<file path="src/common/lsfc_pkg.sv">
// Constants and state type for the segment display frame controller
package lsfc_pkg;
	// Register addresses on the special function register bus
	localparam logic [7:0] ADDR_DISP_CFG = 8'h95;
	localparam logic [7:0] ADDR_CLK_DIV = 8'h96;
	localparam logic [7:0] ADDR_VOLT_CFG = 8'h9C;
	localparam logic [7:0] ADDR_SEG_PTR = 8'hAC;
	localparam logic [7:0] ADDR_SEG_DAT = 8'hAE;
	localparam logic [7:0] ADDR_UPD_CTL = 8'hB1;
	// Reset values
	localparam logic [7:0] RST_DISP_CFG = 8'h00;
	localparam logic [7:0] RST_CLK_DIV = 8'h00;
	localparam logic [7:0] RST_VOLT_CFG = 8'h00;
	localparam logic [7:0] RST_SEG_PTR = 8'h00;
	localparam logic [7:0] RST_SEG_DAT = 8'h00;
	localparam logic [7:0] RST_UPD_CTL = 8'h00;
	// display_configuration fields
	localparam int CFG_ENABLE_BIT = 7;
	localparam int CFG_MEM_CLEAR_BIT = 6;
	localparam int CFG_BLINK_EN_BIT = 5;
	localparam int CFG_PSM_OFF_BIT = 4;
	localparam int CFG_CLK_SEL_BIT = 3;
	localparam int CFG_BIAS_BIT = 2;
	localparam int CFG_MUX_LSB = 0;
	// display_clock_divider fields
	localparam int DIV_FD_LSB = 0;
	localparam int DIV_RATE_LSB = 4;
	localparam int DIV_MODE_LSB = 6;
	// drive_voltage_configuration fields
	localparam int VOLT_LEVEL_LSB = 0;
	localparam int VOLT_LADDER_BIT = 6;
	// segment_memory_pointer fields and update control freeze bit
	localparam int PTR_WRITE_BIT = 7;
	localparam int PTR_ADDR_LSB = 0;
	localparam logic [7:0] PTR_WRITABLE_MASK = 8'hBF;
	localparam int UPD_FREEZE_BIT = 0;
	// Segment memory geometry
	localparam int SEG_BYTES = 15;
	localparam logic [5:0] SEG_LAST_ADDR = 6'h0E;
	localparam int SEG_LINES = 29;
	// Display clock and slow clock ratio (2048 Hz / 128 Hz)
	localparam int DCLK_FAST_HZ = 2048;
	localparam int DCLK_SLOW_HZ = 128;
	localparam logic [3:0] SLOW_PRESCALE = 4'(DCLK_FAST_HZ / DCLK_SLOW_HZ - 1);
	localparam logic [3:0] SLOW_FD_MAX = 4'h3;
	// Automatic blink half periods in fast display clock ticks
	localparam logic [13:0] BLINK_HALF_0 = 14'h0200;
	localparam logic [13:0] BLINK_HALF_1 = 14'h0400;
	localparam logic [13:0] BLINK_HALF_2 = 14'h0800;
	localparam logic [13:0] BLINK_HALF_3 = 14'h1000;
	localparam logic [13:0] BLINK_HALF_4 = 14'h2000;
	// Blink mode encodings
	localparam logic [1:0] BLINK_SW_OFF = 2'h0;
	localparam logic [1:0] BLINK_SW_ON = 2'h1;
	localparam logic [1:0] BLINK_AUTO = 2'h2;
	localparam logic [1:0] BLINK_AUTO_SLOW = 2'h3;

	typedef struct packed {
		logic [7:0] cfg_reg;
		logic [7:0] div_reg;
		logic [7:0] volt_reg;
		logic [7:0] ptr_reg;
		logic [7:0] dat_reg;
		logic [7:0] upd_reg;
		logic [SEG_BYTES-1:0][7:0] work_reg;
		logic [SEG_BYTES-1:0][7:0] shown_reg;
		logic [1:0] sync_reg;
		logic dclk_prev_reg;
		logic [3:0] pre_reg;
		logic [3:0] frame_cnt_reg;
		logic phase_reg;
		logic [1:0] com_reg;
		logic [13:0] blink_cnt_reg;
		logic blink_on_reg;
	} lsfc_state_t;

	typedef struct packed {
		logic [3:0] com_active;
		logic invert;
		logic display_on;
		logic [SEG_LINES-1:0] seg_on;
	} lsfc_drive_t;
endpackage

</file>
<file path="src/hdl/lsfc_top.sv">
// Segment display frame controller: registers, segment memory and waveform timing
// Operation
// - Frame and common switching rates come from display clock, mux level, divider field.
// - Fast clock gives sixteen frame rates; slow clock reaches a reduced subset.
// - Drive waveform inverts at twice the common switching rate for zero DC.
// - Blink enable bit puts display into alternating on/off blink mode.
// - Software blink follows blink mode field; software toggles it at its rate.
// - Automatic blink only with real time clock on; five rates from two fields.
// - Fifteen segment memory bytes at addresses 0 to 14, two lines each at addresses 0 to 13.
// - Low nibble even line, high nibble odd line; address 14 holds line 28.
// - Segment memory is kept through deepest power saving mode.
// - Pointer write selects a byte and launches a read or write at once.
// - Pointer write with top bit set copies data register into memory.
// - Pointer write with top bit clear loads data register from memory.
// - While freeze bit set display keeps frozen contents unless memory clear blanks them; clearing freeze shows new ones.
// - Ladder select bit picks charge pump when clear, external ladder when set.
// - Charge pump with display disabled switches voltage generation off.
// - Six bit bias level field gives 64 drive levels for the charge pump.
// - Clock select bit chooses 2048 Hz or 128 Hz display clock.
// - Memory clear bit or power on reset zeroes every segment byte.
// - Pointer holds write flag bit 7, reserved bit 6, address bits 5 to 0.
module lsfc_top
	import lsfc_pkg::*;
(
	// Clock and reset
	input wire logic CLK,
	input wire logic RST_B,
	// Special function register bus
	input wire logic [7:0] SFR_ADDR,
	input wire logic SFR_WR,
	input wire logic [7:0] SFR_WDATA,
	output logic [7:0] SFR_RDATA,
	// System status
	input wire logic DCLK_IN,
	input wire logic RTC_ENABLE,
	input wire logic DEEP_POWER_SAVING_MODE,
	// Glass drive
	output lsfc_drive_t DRIVE,
	// Voltage generation
	output logic PUMP_ENABLE,
	output logic LADDER_SELECT,
	output logic BIAS_HALF,
	output logic [5:0] BIAS_LEVEL
);

	lsfc_state_t s_reg;
	lsfc_state_t s_next;

	////////////////////////////////////////////////////////////////////////////////
	// Decoded controls

	logic [1:0] mux_sel;
	logic [1:0] com_last;
	logic [3:0] fd_sel;
	logic [3:0] fd_eff;
	logic [1:0] blink_mode;
	logic [1:0] blink_rate;
	logic [13:0] blink_half;
	logic [5:0] ptr_addr;
	logic addr_ok;
	logic freeze;
	logic dclk_rise;
	logic slow_tick;
	logic frame_tick;
	logic half_done;
	logic blink_tick;
	logic auto_blink;
	logic display_active;

	assign mux_sel = s_reg.cfg_reg[CFG_MUX_LSB +: 2];
	assign com_last = (mux_sel == 2'h0) ? 2'h0 : mux_sel;
	assign fd_sel = s_reg.div_reg[DIV_FD_LSB +: 4];
	assign blink_rate = s_reg.div_reg[DIV_RATE_LSB +: 2];
	assign blink_mode = s_reg.div_reg[DIV_MODE_LSB +: 2];
	assign ptr_addr = SFR_WDATA[PTR_ADDR_LSB +: 6];
	assign addr_ok = (ptr_addr <= SEG_LAST_ADDR);
	assign freeze = s_reg.upd_reg[UPD_FREEZE_BIT];

	// Only the second synchroniser flop feeds the edge detector
	assign dclk_rise = s_reg.sync_reg[1] & ~s_reg.dclk_prev_reg;
	assign slow_tick = dclk_rise && (s_reg.pre_reg == SLOW_PRESCALE);

	// Slow clock caps the divider, so only a subset of rates is reachable
	always_comb begin
		if (s_reg.cfg_reg[CFG_CLK_SEL_BIT]) begin
			frame_tick = slow_tick;
			fd_eff = (fd_sel > SLOW_FD_MAX) ? SLOW_FD_MAX : fd_sel;
		end else begin
			frame_tick = dclk_rise;
			fd_eff = fd_sel;
		end
	end

	assign half_done = frame_tick && (s_reg.frame_cnt_reg == fd_eff);

	always_comb begin
		case ({blink_mode[0], blink_rate})
			3'b000: blink_half = BLINK_HALF_0;
			3'b001: blink_half = BLINK_HALF_1;
			3'b010: blink_half = BLINK_HALF_2;
			3'b011: blink_half = BLINK_HALF_3;
			default: blink_half = BLINK_HALF_4;
		endcase
	end

	assign auto_blink = (blink_mode == BLINK_AUTO) || (blink_mode == BLINK_AUTO_SLOW);
	assign blink_tick = dclk_rise && (s_reg.blink_cnt_reg >= blink_half - 14'h0001);

	// Display visible: enabled, not forced off in deep power saving, blink phase on
	always_comb begin
		display_active = s_reg.cfg_reg[CFG_ENABLE_BIT];
		if (DEEP_POWER_SAVING_MODE && s_reg.cfg_reg[CFG_PSM_OFF_BIT]) begin
			display_active = 1'b0;
		end
		if (s_reg.cfg_reg[CFG_BLINK_EN_BIT]) begin
			if (auto_blink) begin
				// Without the real time clock automatic blink holds the display on
				if (RTC_ENABLE && !s_reg.blink_on_reg) begin
					display_active = 1'b0;
				end
			end else if (blink_mode == BLINK_SW_OFF) begin
				display_active = 1'b0;
			end
		end
	end

	////////////////////////////////////////////////////////////////////////////////
	// Write decode: at most one strobe per cycle

	logic wr_cfg;
	logic wr_div;
	logic wr_volt;
	logic wr_ptr;
	logic wr_dat;
	logic wr_upd;
	logic mem_clear;

	always_comb begin
		wr_cfg = 1'b0;
		wr_div = 1'b0;
		wr_volt = 1'b0;
		wr_ptr = 1'b0;
		wr_dat = 1'b0;
		wr_upd = 1'b0;
		if (SFR_WR) begin
			if (SFR_ADDR == ADDR_DISP_CFG) begin
				wr_cfg = 1'b1;
			end else if (SFR_ADDR == ADDR_CLK_DIV) begin
				wr_div = 1'b1;
			end else if (SFR_ADDR == ADDR_VOLT_CFG) begin
				wr_volt = 1'b1;
			end else if (SFR_ADDR == ADDR_SEG_PTR) begin
				wr_ptr = 1'b1;
			end else if (SFR_ADDR == ADDR_SEG_DAT) begin
				wr_dat = 1'b1;
			end else if (SFR_ADDR == ADDR_UPD_CTL) begin
				wr_upd = 1'b1;
			end
		end
	end

	// Strobe that zeroes both memory copies
	assign mem_clear = wr_cfg && SFR_WDATA[CFG_MEM_CLEAR_BIT];

	////////////////////////////////////////////////////////////////////////////////
	// Next state

	always_comb begin
		s_next = s_reg;
		s_next.sync_reg = {s_reg.sync_reg[0], DCLK_IN};
		s_next.dclk_prev_reg = s_reg.sync_reg[1];

		if (dclk_rise) begin
			s_next.pre_reg = s_reg.pre_reg + 4'h1;
		end

		// Half slot counter, inversion phase and active common
		if (frame_tick) begin
			if (half_done) begin
				s_next.frame_cnt_reg = 4'h0;
				s_next.phase_reg = ~s_reg.phase_reg;
				if (s_reg.phase_reg) begin
					s_next.com_reg = (s_reg.com_reg >= com_last) ? 2'h0 : s_reg.com_reg + 2'h1;
				end
			end else begin
				s_next.frame_cnt_reg = s_reg.frame_cnt_reg + 4'h1;
			end
		end
		if (s_reg.com_reg > com_last) begin
			s_next.com_reg = 2'h0;
		end

		// Automatic blink counter runs only with the real time clock
		if (!(RTC_ENABLE && auto_blink && s_reg.cfg_reg[CFG_BLINK_EN_BIT])) begin
			s_next.blink_cnt_reg = 14'h0000;
			s_next.blink_on_reg = 1'b1;
		end else if (blink_tick) begin
			s_next.blink_cnt_reg = 14'h0000;
			s_next.blink_on_reg = ~s_reg.blink_on_reg;
		end else if (dclk_rise) begin
			s_next.blink_cnt_reg = s_reg.blink_cnt_reg + 14'h0001;
		end

		// Memory clear is a one-shot action and never reads back set
		s_next.cfg_reg[CFG_MEM_CLEAR_BIT] = 1'b0;

		// Register writes from the decoded strobes
		if (wr_cfg) begin
			s_next.cfg_reg = SFR_WDATA;
			s_next.cfg_reg[CFG_MEM_CLEAR_BIT] = 1'b0;
		end
		if (wr_div) begin
			s_next.div_reg = SFR_WDATA;
		end
		if (wr_volt) begin
			s_next.volt_reg = SFR_WDATA;
		end
		if (wr_ptr) begin
			s_next.ptr_reg = SFR_WDATA & PTR_WRITABLE_MASK;
			if (SFR_WDATA[PTR_WRITE_BIT]) begin
				if (addr_ok) begin
					s_next.work_reg[ptr_addr[3:0]] = s_reg.dat_reg;
				end
			end else begin
				s_next.dat_reg = addr_ok ? s_reg.work_reg[ptr_addr[3:0]] : 8'h00;
			end
		end
		if (wr_dat) begin
			s_next.dat_reg = SFR_WDATA;
		end
		if (wr_upd) begin
			s_next.upd_reg = SFR_WDATA;
		end

		// Clear takes both copies so a frozen display also blanks
		if (mem_clear) begin
			s_next.work_reg = '0;
			s_next.shown_reg = '0;
		end else if (!freeze) begin
			s_next.shown_reg = s_next.work_reg;
		end
	end

	// Memory is never cleared by power saving mode, only by reset or clear
	always_ff @(posedge CLK or negedge RST_B) begin
		if (!RST_B) begin
			s_reg <= '0;
			s_reg.cfg_reg <= RST_DISP_CFG;
			s_reg.div_reg <= RST_CLK_DIV;
			s_reg.volt_reg <= RST_VOLT_CFG;
			s_reg.ptr_reg <= RST_SEG_PTR;
			s_reg.dat_reg <= RST_SEG_DAT;
			s_reg.upd_reg <= RST_UPD_CTL;
			s_reg.blink_on_reg <= 1'b1;
		end else begin
			s_reg <= s_next;
		end
	end

	////////////////////////////////////////////////////////////////////////////////
	// Read data

	always_comb begin
		if (SFR_ADDR == ADDR_DISP_CFG) begin
			SFR_RDATA = s_reg.cfg_reg;
		end else if (SFR_ADDR == ADDR_CLK_DIV) begin
			SFR_RDATA = s_reg.div_reg;
		end else if (SFR_ADDR == ADDR_VOLT_CFG) begin
			SFR_RDATA = s_reg.volt_reg;
		end else if (SFR_ADDR == ADDR_SEG_PTR) begin
			SFR_RDATA = s_reg.ptr_reg;
		end else if (SFR_ADDR == ADDR_SEG_DAT) begin
			SFR_RDATA = s_reg.dat_reg;
		end else if (SFR_ADDR == ADDR_UPD_CTL) begin
			SFR_RDATA = s_reg.upd_reg;
		end else begin
			SFR_RDATA = 8'h00;
		end
	end

	////////////////////////////////////////////////////////////////////////////////
	// Glass drive: one segment line per generate entry

	logic [SEG_LINES-1:0] seg_bits;
	logic [3:0] com_bits;

	for (genvar line = 0; line < SEG_LINES; line++) begin : g_seg
		logic [7:0] seg_byte;
		assign seg_byte = s_reg.shown_reg[line / 2];
		// Even line in low nibble, odd in high nibble, bit index is the common
		assign seg_bits[line] = seg_byte[(line % 2) * 4 + int'(s_reg.com_reg)];
	end

	always_comb begin
		com_bits = 4'h0;
		com_bits[s_reg.com_reg] = 1'b1;
	end

	// One process drives the whole port struct, so no field has two drivers
	always_comb begin
		DRIVE = '0;
		if (display_active) begin
			DRIVE.com_active = com_bits;
			DRIVE.seg_on = seg_bits;
		end
		DRIVE.invert = s_reg.phase_reg;
		DRIVE.display_on = display_active;
	end

	assign LADDER_SELECT = s_reg.volt_reg[VOLT_LADDER_BIT];
	assign PUMP_ENABLE = !s_reg.volt_reg[VOLT_LADDER_BIT] && display_active;
	assign BIAS_LEVEL = s_reg.volt_reg[VOLT_LEVEL_LSB +: 6];
	assign BIAS_HALF = s_reg.cfg_reg[CFG_BIAS_BIT];

endmodule // lsfc_top

</file>
<file path="config.mk">
export PLATFORM = sky130hd
export DESIGN_NAME = lsfc_top
export DESIGN_NICKNAME = d
export VERILOG_FILES = /design/src/common/lsfc_pkg.sv /design/src/hdl/lsfc_top.sv
export SDC_FILE = /design/constraint.sdc
export NUM_CORES = 1
export LEC_CHECK = 0
export CAP_MARGIN = 20
export CORE_MARGIN = 3
export CORE_UTILIZATION = 35
export DETAILED_ROUTE_END_ITERATION = 12
export DONT_BUFFER_PORTS = 1
export PLACE_DENSITY = 0.57
export SYNTH_ARGS = -nofsm -noshare
export SYNTH_HDL_FRONTEND = slang
export SYNTH_SLANG_ARGS = --single-unit
</file>
<file path="constraint.sdc">
create_clock -name CLK -period 3.7 [get_ports CLK]
set_clock_uncertainty 0.15 [all_clocks]
set_input_delay 0.185 -clock CLK [delete_from_list [all_inputs] [get_ports CLK]]
set_output_delay 0.185 -clock CLK [all_outputs]
set_load 0.02 [all_outputs]
</file>
==> impl_metrics.tcl <==
set metrics [dict create \
    io_pins 74 \
    worstSetupStartpoint "s_reg[0]$_DFFE_PN1P_" \
    grt_pass1_vias 11400 \
    rr_startpoint "blink_mode[0]$_DFFE_PN0P_" \
    wl_um 44400 \
    netSwitchingFraction_pct 25.9 \
    worstSetupStartpointType "register" \
    firstDrtPassIters 5 \
    wl_per_cell_um 21.7 \
    relSlewSlack_pct 26.6 \
    p_total_mw 9.46 \
    cts_max_level 2 \
    r2r_slack_ns 1.27 \
    clk_pin_slew_worst_paths_ns 0.06 \
    max_freq_mhz 338 \
    crit_fanout 21 \
    p_int_mw 7.01 \
    cp-endpoint "DRIVE[28]" \
    synth_fp_nets 1519 \
    peakVddDrop_v 0.000317 \
    ctsHoldBuffers 21 \
    hold_class "in -> async" \
    timing.rr.end "s_reg[0]$_DFFE_PN1P_" \
    drc 0 \
    syn2layout_area_growth_pct 11.4 \
    finalHoldViolations 311 \
    cp.required_ns 3.37 \
    die_x_um 218 \
    synth-simple-area-share_pct 16.4 \
    crit_cells 5 \
    vias 11500 \
    end_kind "output pin" \
    avgViaCountPerCell 5.63 \
    netlist_area_mm2 0.0157 \
    synth_compound_gate_area_share_pct 12.4 \
    antenna_found_initial 2 \
    hold_slack_ns -0.772 \
    drt-initial-drc-count 1102 \
    combPwrFrac_pct 15.4 \
    grt_setup_unrepaired "no" \
    seqPwrFrac_pct 47.0 \
    violations "hold timing" \
    clock_power_share_pct 37.5 \
    ys.warnings.count 0 \
    cts_resized 0 \
    coreArea_mm2 0.0436 \
    grt_usage_pct 18.6 \
    tritoncts "done" \
    power_switching_mw 2.45 \
    path_buf_inv 1 \
    worst_pin_slew_ns 1.09 \
    synth-edff-count 0 \
    critPathKind "reg -> out" \
    drv_slew 0 \
    slowest_stage "nand3_2" \
    crit_chain "o22ai_1 > nand2_1 > nand3_2 > buf_4 > nor2b_1" \
    die_area_mm2 0.0474 \
    cts_buffer_depth 3 \
    cts_root_buffer "clkbuf_16" \
    grt_max_degree 312 \
    grt_overflow_total 0 \
    die_h_um 218 \
    place.gp.congestion 0.843 \
    status "finished, violations left" \
    synthFlopType "dfrtp_1" \
    hpwl_um 28400 \
    grt_pass1_wl_um 69100 \
    yosys_register_bits 311 \
    antenna_left 0 \
    synth_area_per_cell_um2 10.6 \
    cap_violations 0 \
    powerDensity_mw_per_mm2 541 \
    layout-drive-gt1-share_pct 12.9 \
    nNetsFinal 1473 \
    p_leak_nw 7.49 \
    tns_ns 0 \
    ys_async_sr_fraction_pct 100 \
    start_util_pct 35.9 \
    path_delay_family "simple AND/OR/NAND/NOR gates" \
    cts_made_buffers 35 \
    finalSetupViolCount 0 \
    synth_mux_area_share_pct 16.2 \
    arrival_ns 2.63 \
    netlist_instances 1484 \
    synth-xor-area-share_pct 0.670 \
    n_antenna_cell 0 \
    largest_reg_flops 173 \
    reg2reg_depth 7 \
    yosys.area_share.adder_pct 1.04 \
    period_share_pct 80.0 \
    yosysSeqAreaShare_pct 49.6 \
    cts_setup_buffers 0 \
    synth_top_family_by_area "simple AND/OR/NAND/NOR gates" \
    rows 76 \
    crit_path_max_incr_delay_ns 0.58 \
    clkLatencyLatePin_ns 0.52 \
    synth_cell_types 67 \
    cts_sinks 311 \
    port_buffers 0 \
    period_minus_slack_ns 2.96 \
]
-- worst min-delay path by stage --
| stage | start | end | slack [ns] |
|---|---|---|---|
| after floorplan | RST_B | BIAS_HALF$_DFFE_PN0P_ | -0.26 |
| after global placement | RST_B | s_next[26]$_DFF_PN0_ | -0.25 |
| after detailed placement | RST_B | s_next[28]$_DFF_PN0_ | -0.25 |
| after CTS | RST_B | s_next[28]$_DFF_PN0_ | -0.80 |
| after global routing | RST_B | DRIVE[30]$_DFFE_PN0P_ | -0.80 |
| final | RST_B | s_next[28]$_DFF_PN0_ | -0.77 |
-- routing by layer --
metal	vias to the layer above	wire length [um]	global-route usage, %	share of wire, %
met3	69	3660	4.10	8.2
met5	-	0	0	0
met1	5802	20400	27.6	46
met4	0	988	4.78	2.2
met2	409	19400	27.7	44
li1	5240	-	-	-
-- cell type report --
type / instances / area, um2
well taps: 585 / 732
inverters: 13 / 53.8
clock buffers: 52 / 1050
multi-input cells: 1037 / 7340
fillers: 4197 / 26200
clock inverters: 8 / 118
repair buffers: 40 / 394
flip-flops and latches: 311 / 7790
-- power by group through the flow --
stage                     Combinational [mW]  Sequential, mW  Clock [mW]
final                                   1.46            4.45        3.55
after global routing                    1.64            4.53        3.78
after floorplan                         1.29            4.32           0
after CTS                               1.48            4.45        3.63
after global placement                  1.39            4.48           0
after detailed placement                1.43            4.51           0
-- stage by stage --
step / instances / cell area (um2) / hold slack, ns / setup slack, ns / utilization, %
after floorplan: 1484 / 15700 / -0.261 / 1.60 / -
after global placement: 1964 / 16100 / -0.248 / 1.00 / 36.8
after detailed placement: 1964 / 16100 / -0.248 / 1.06 / 36.8
after CTS: 2045 / 17500 / -0.798 / 0.629 / 40.0
after global routing: 2046 / 17500 / -0.802 / 0.556 / 40.0
final: 2046 / 17500 / -0.772 / 0.738 / 40.0
-- Yosys cell counts (18+ instances only) --
library cell | number | area, um2
a211oi_1 | 101 | 758
a21oi_1 | 61 | 305
buf_2 | 26 | 130
clkbuf_1 | 83 | 312
dfrtp_1 | 310 | 7760
mux2_2 | 34 | 383
mux2i_1 | 97 | 971
mux4_2 | 53 | 1190
nand2_1 | 110 | 413
nor2_1 | 256 | 961
nor2b_1 | 46 | 288
nor3_1 | 44 | 220
o21ai_0 | 43 | 215
o31ai_1 | 18 | 135
-- cells in the final DEF (no fill, tap or decap), drive strengths merged, types with 8 or more instances in the layout --
cell,netlist,final
mux2,34,34
nor2,262,262
o21ai,43,43
nand3,21,21
nand4,9,9
nor2b,46,46
inv,13,13
a22o,14,14
clkbuf,83,52
and3,8,8
ha,13,13
nand2b,11,11
nor3,47,47
mux2i,97,97
nand2,110,110
dlygate4sd3,0,21
mux4,53,53
dfrtp,310,310
a211oi,101,101
o31ai,18,18
a21oi,61,61
buf,40,19
-- kinds of logic (layout without fill, tap and decap cells) --
group	count (synthesis)	count (layout)
AOI/OAI and AO/OA	287	287
DFF	311	311
buffers and inverters	136	113
xor gates and xnor gates	12	12
adders and majority gates	13	13
muxes	184	184
and+or+nand+nor	541	541
(Power assumes the default switching activity.)
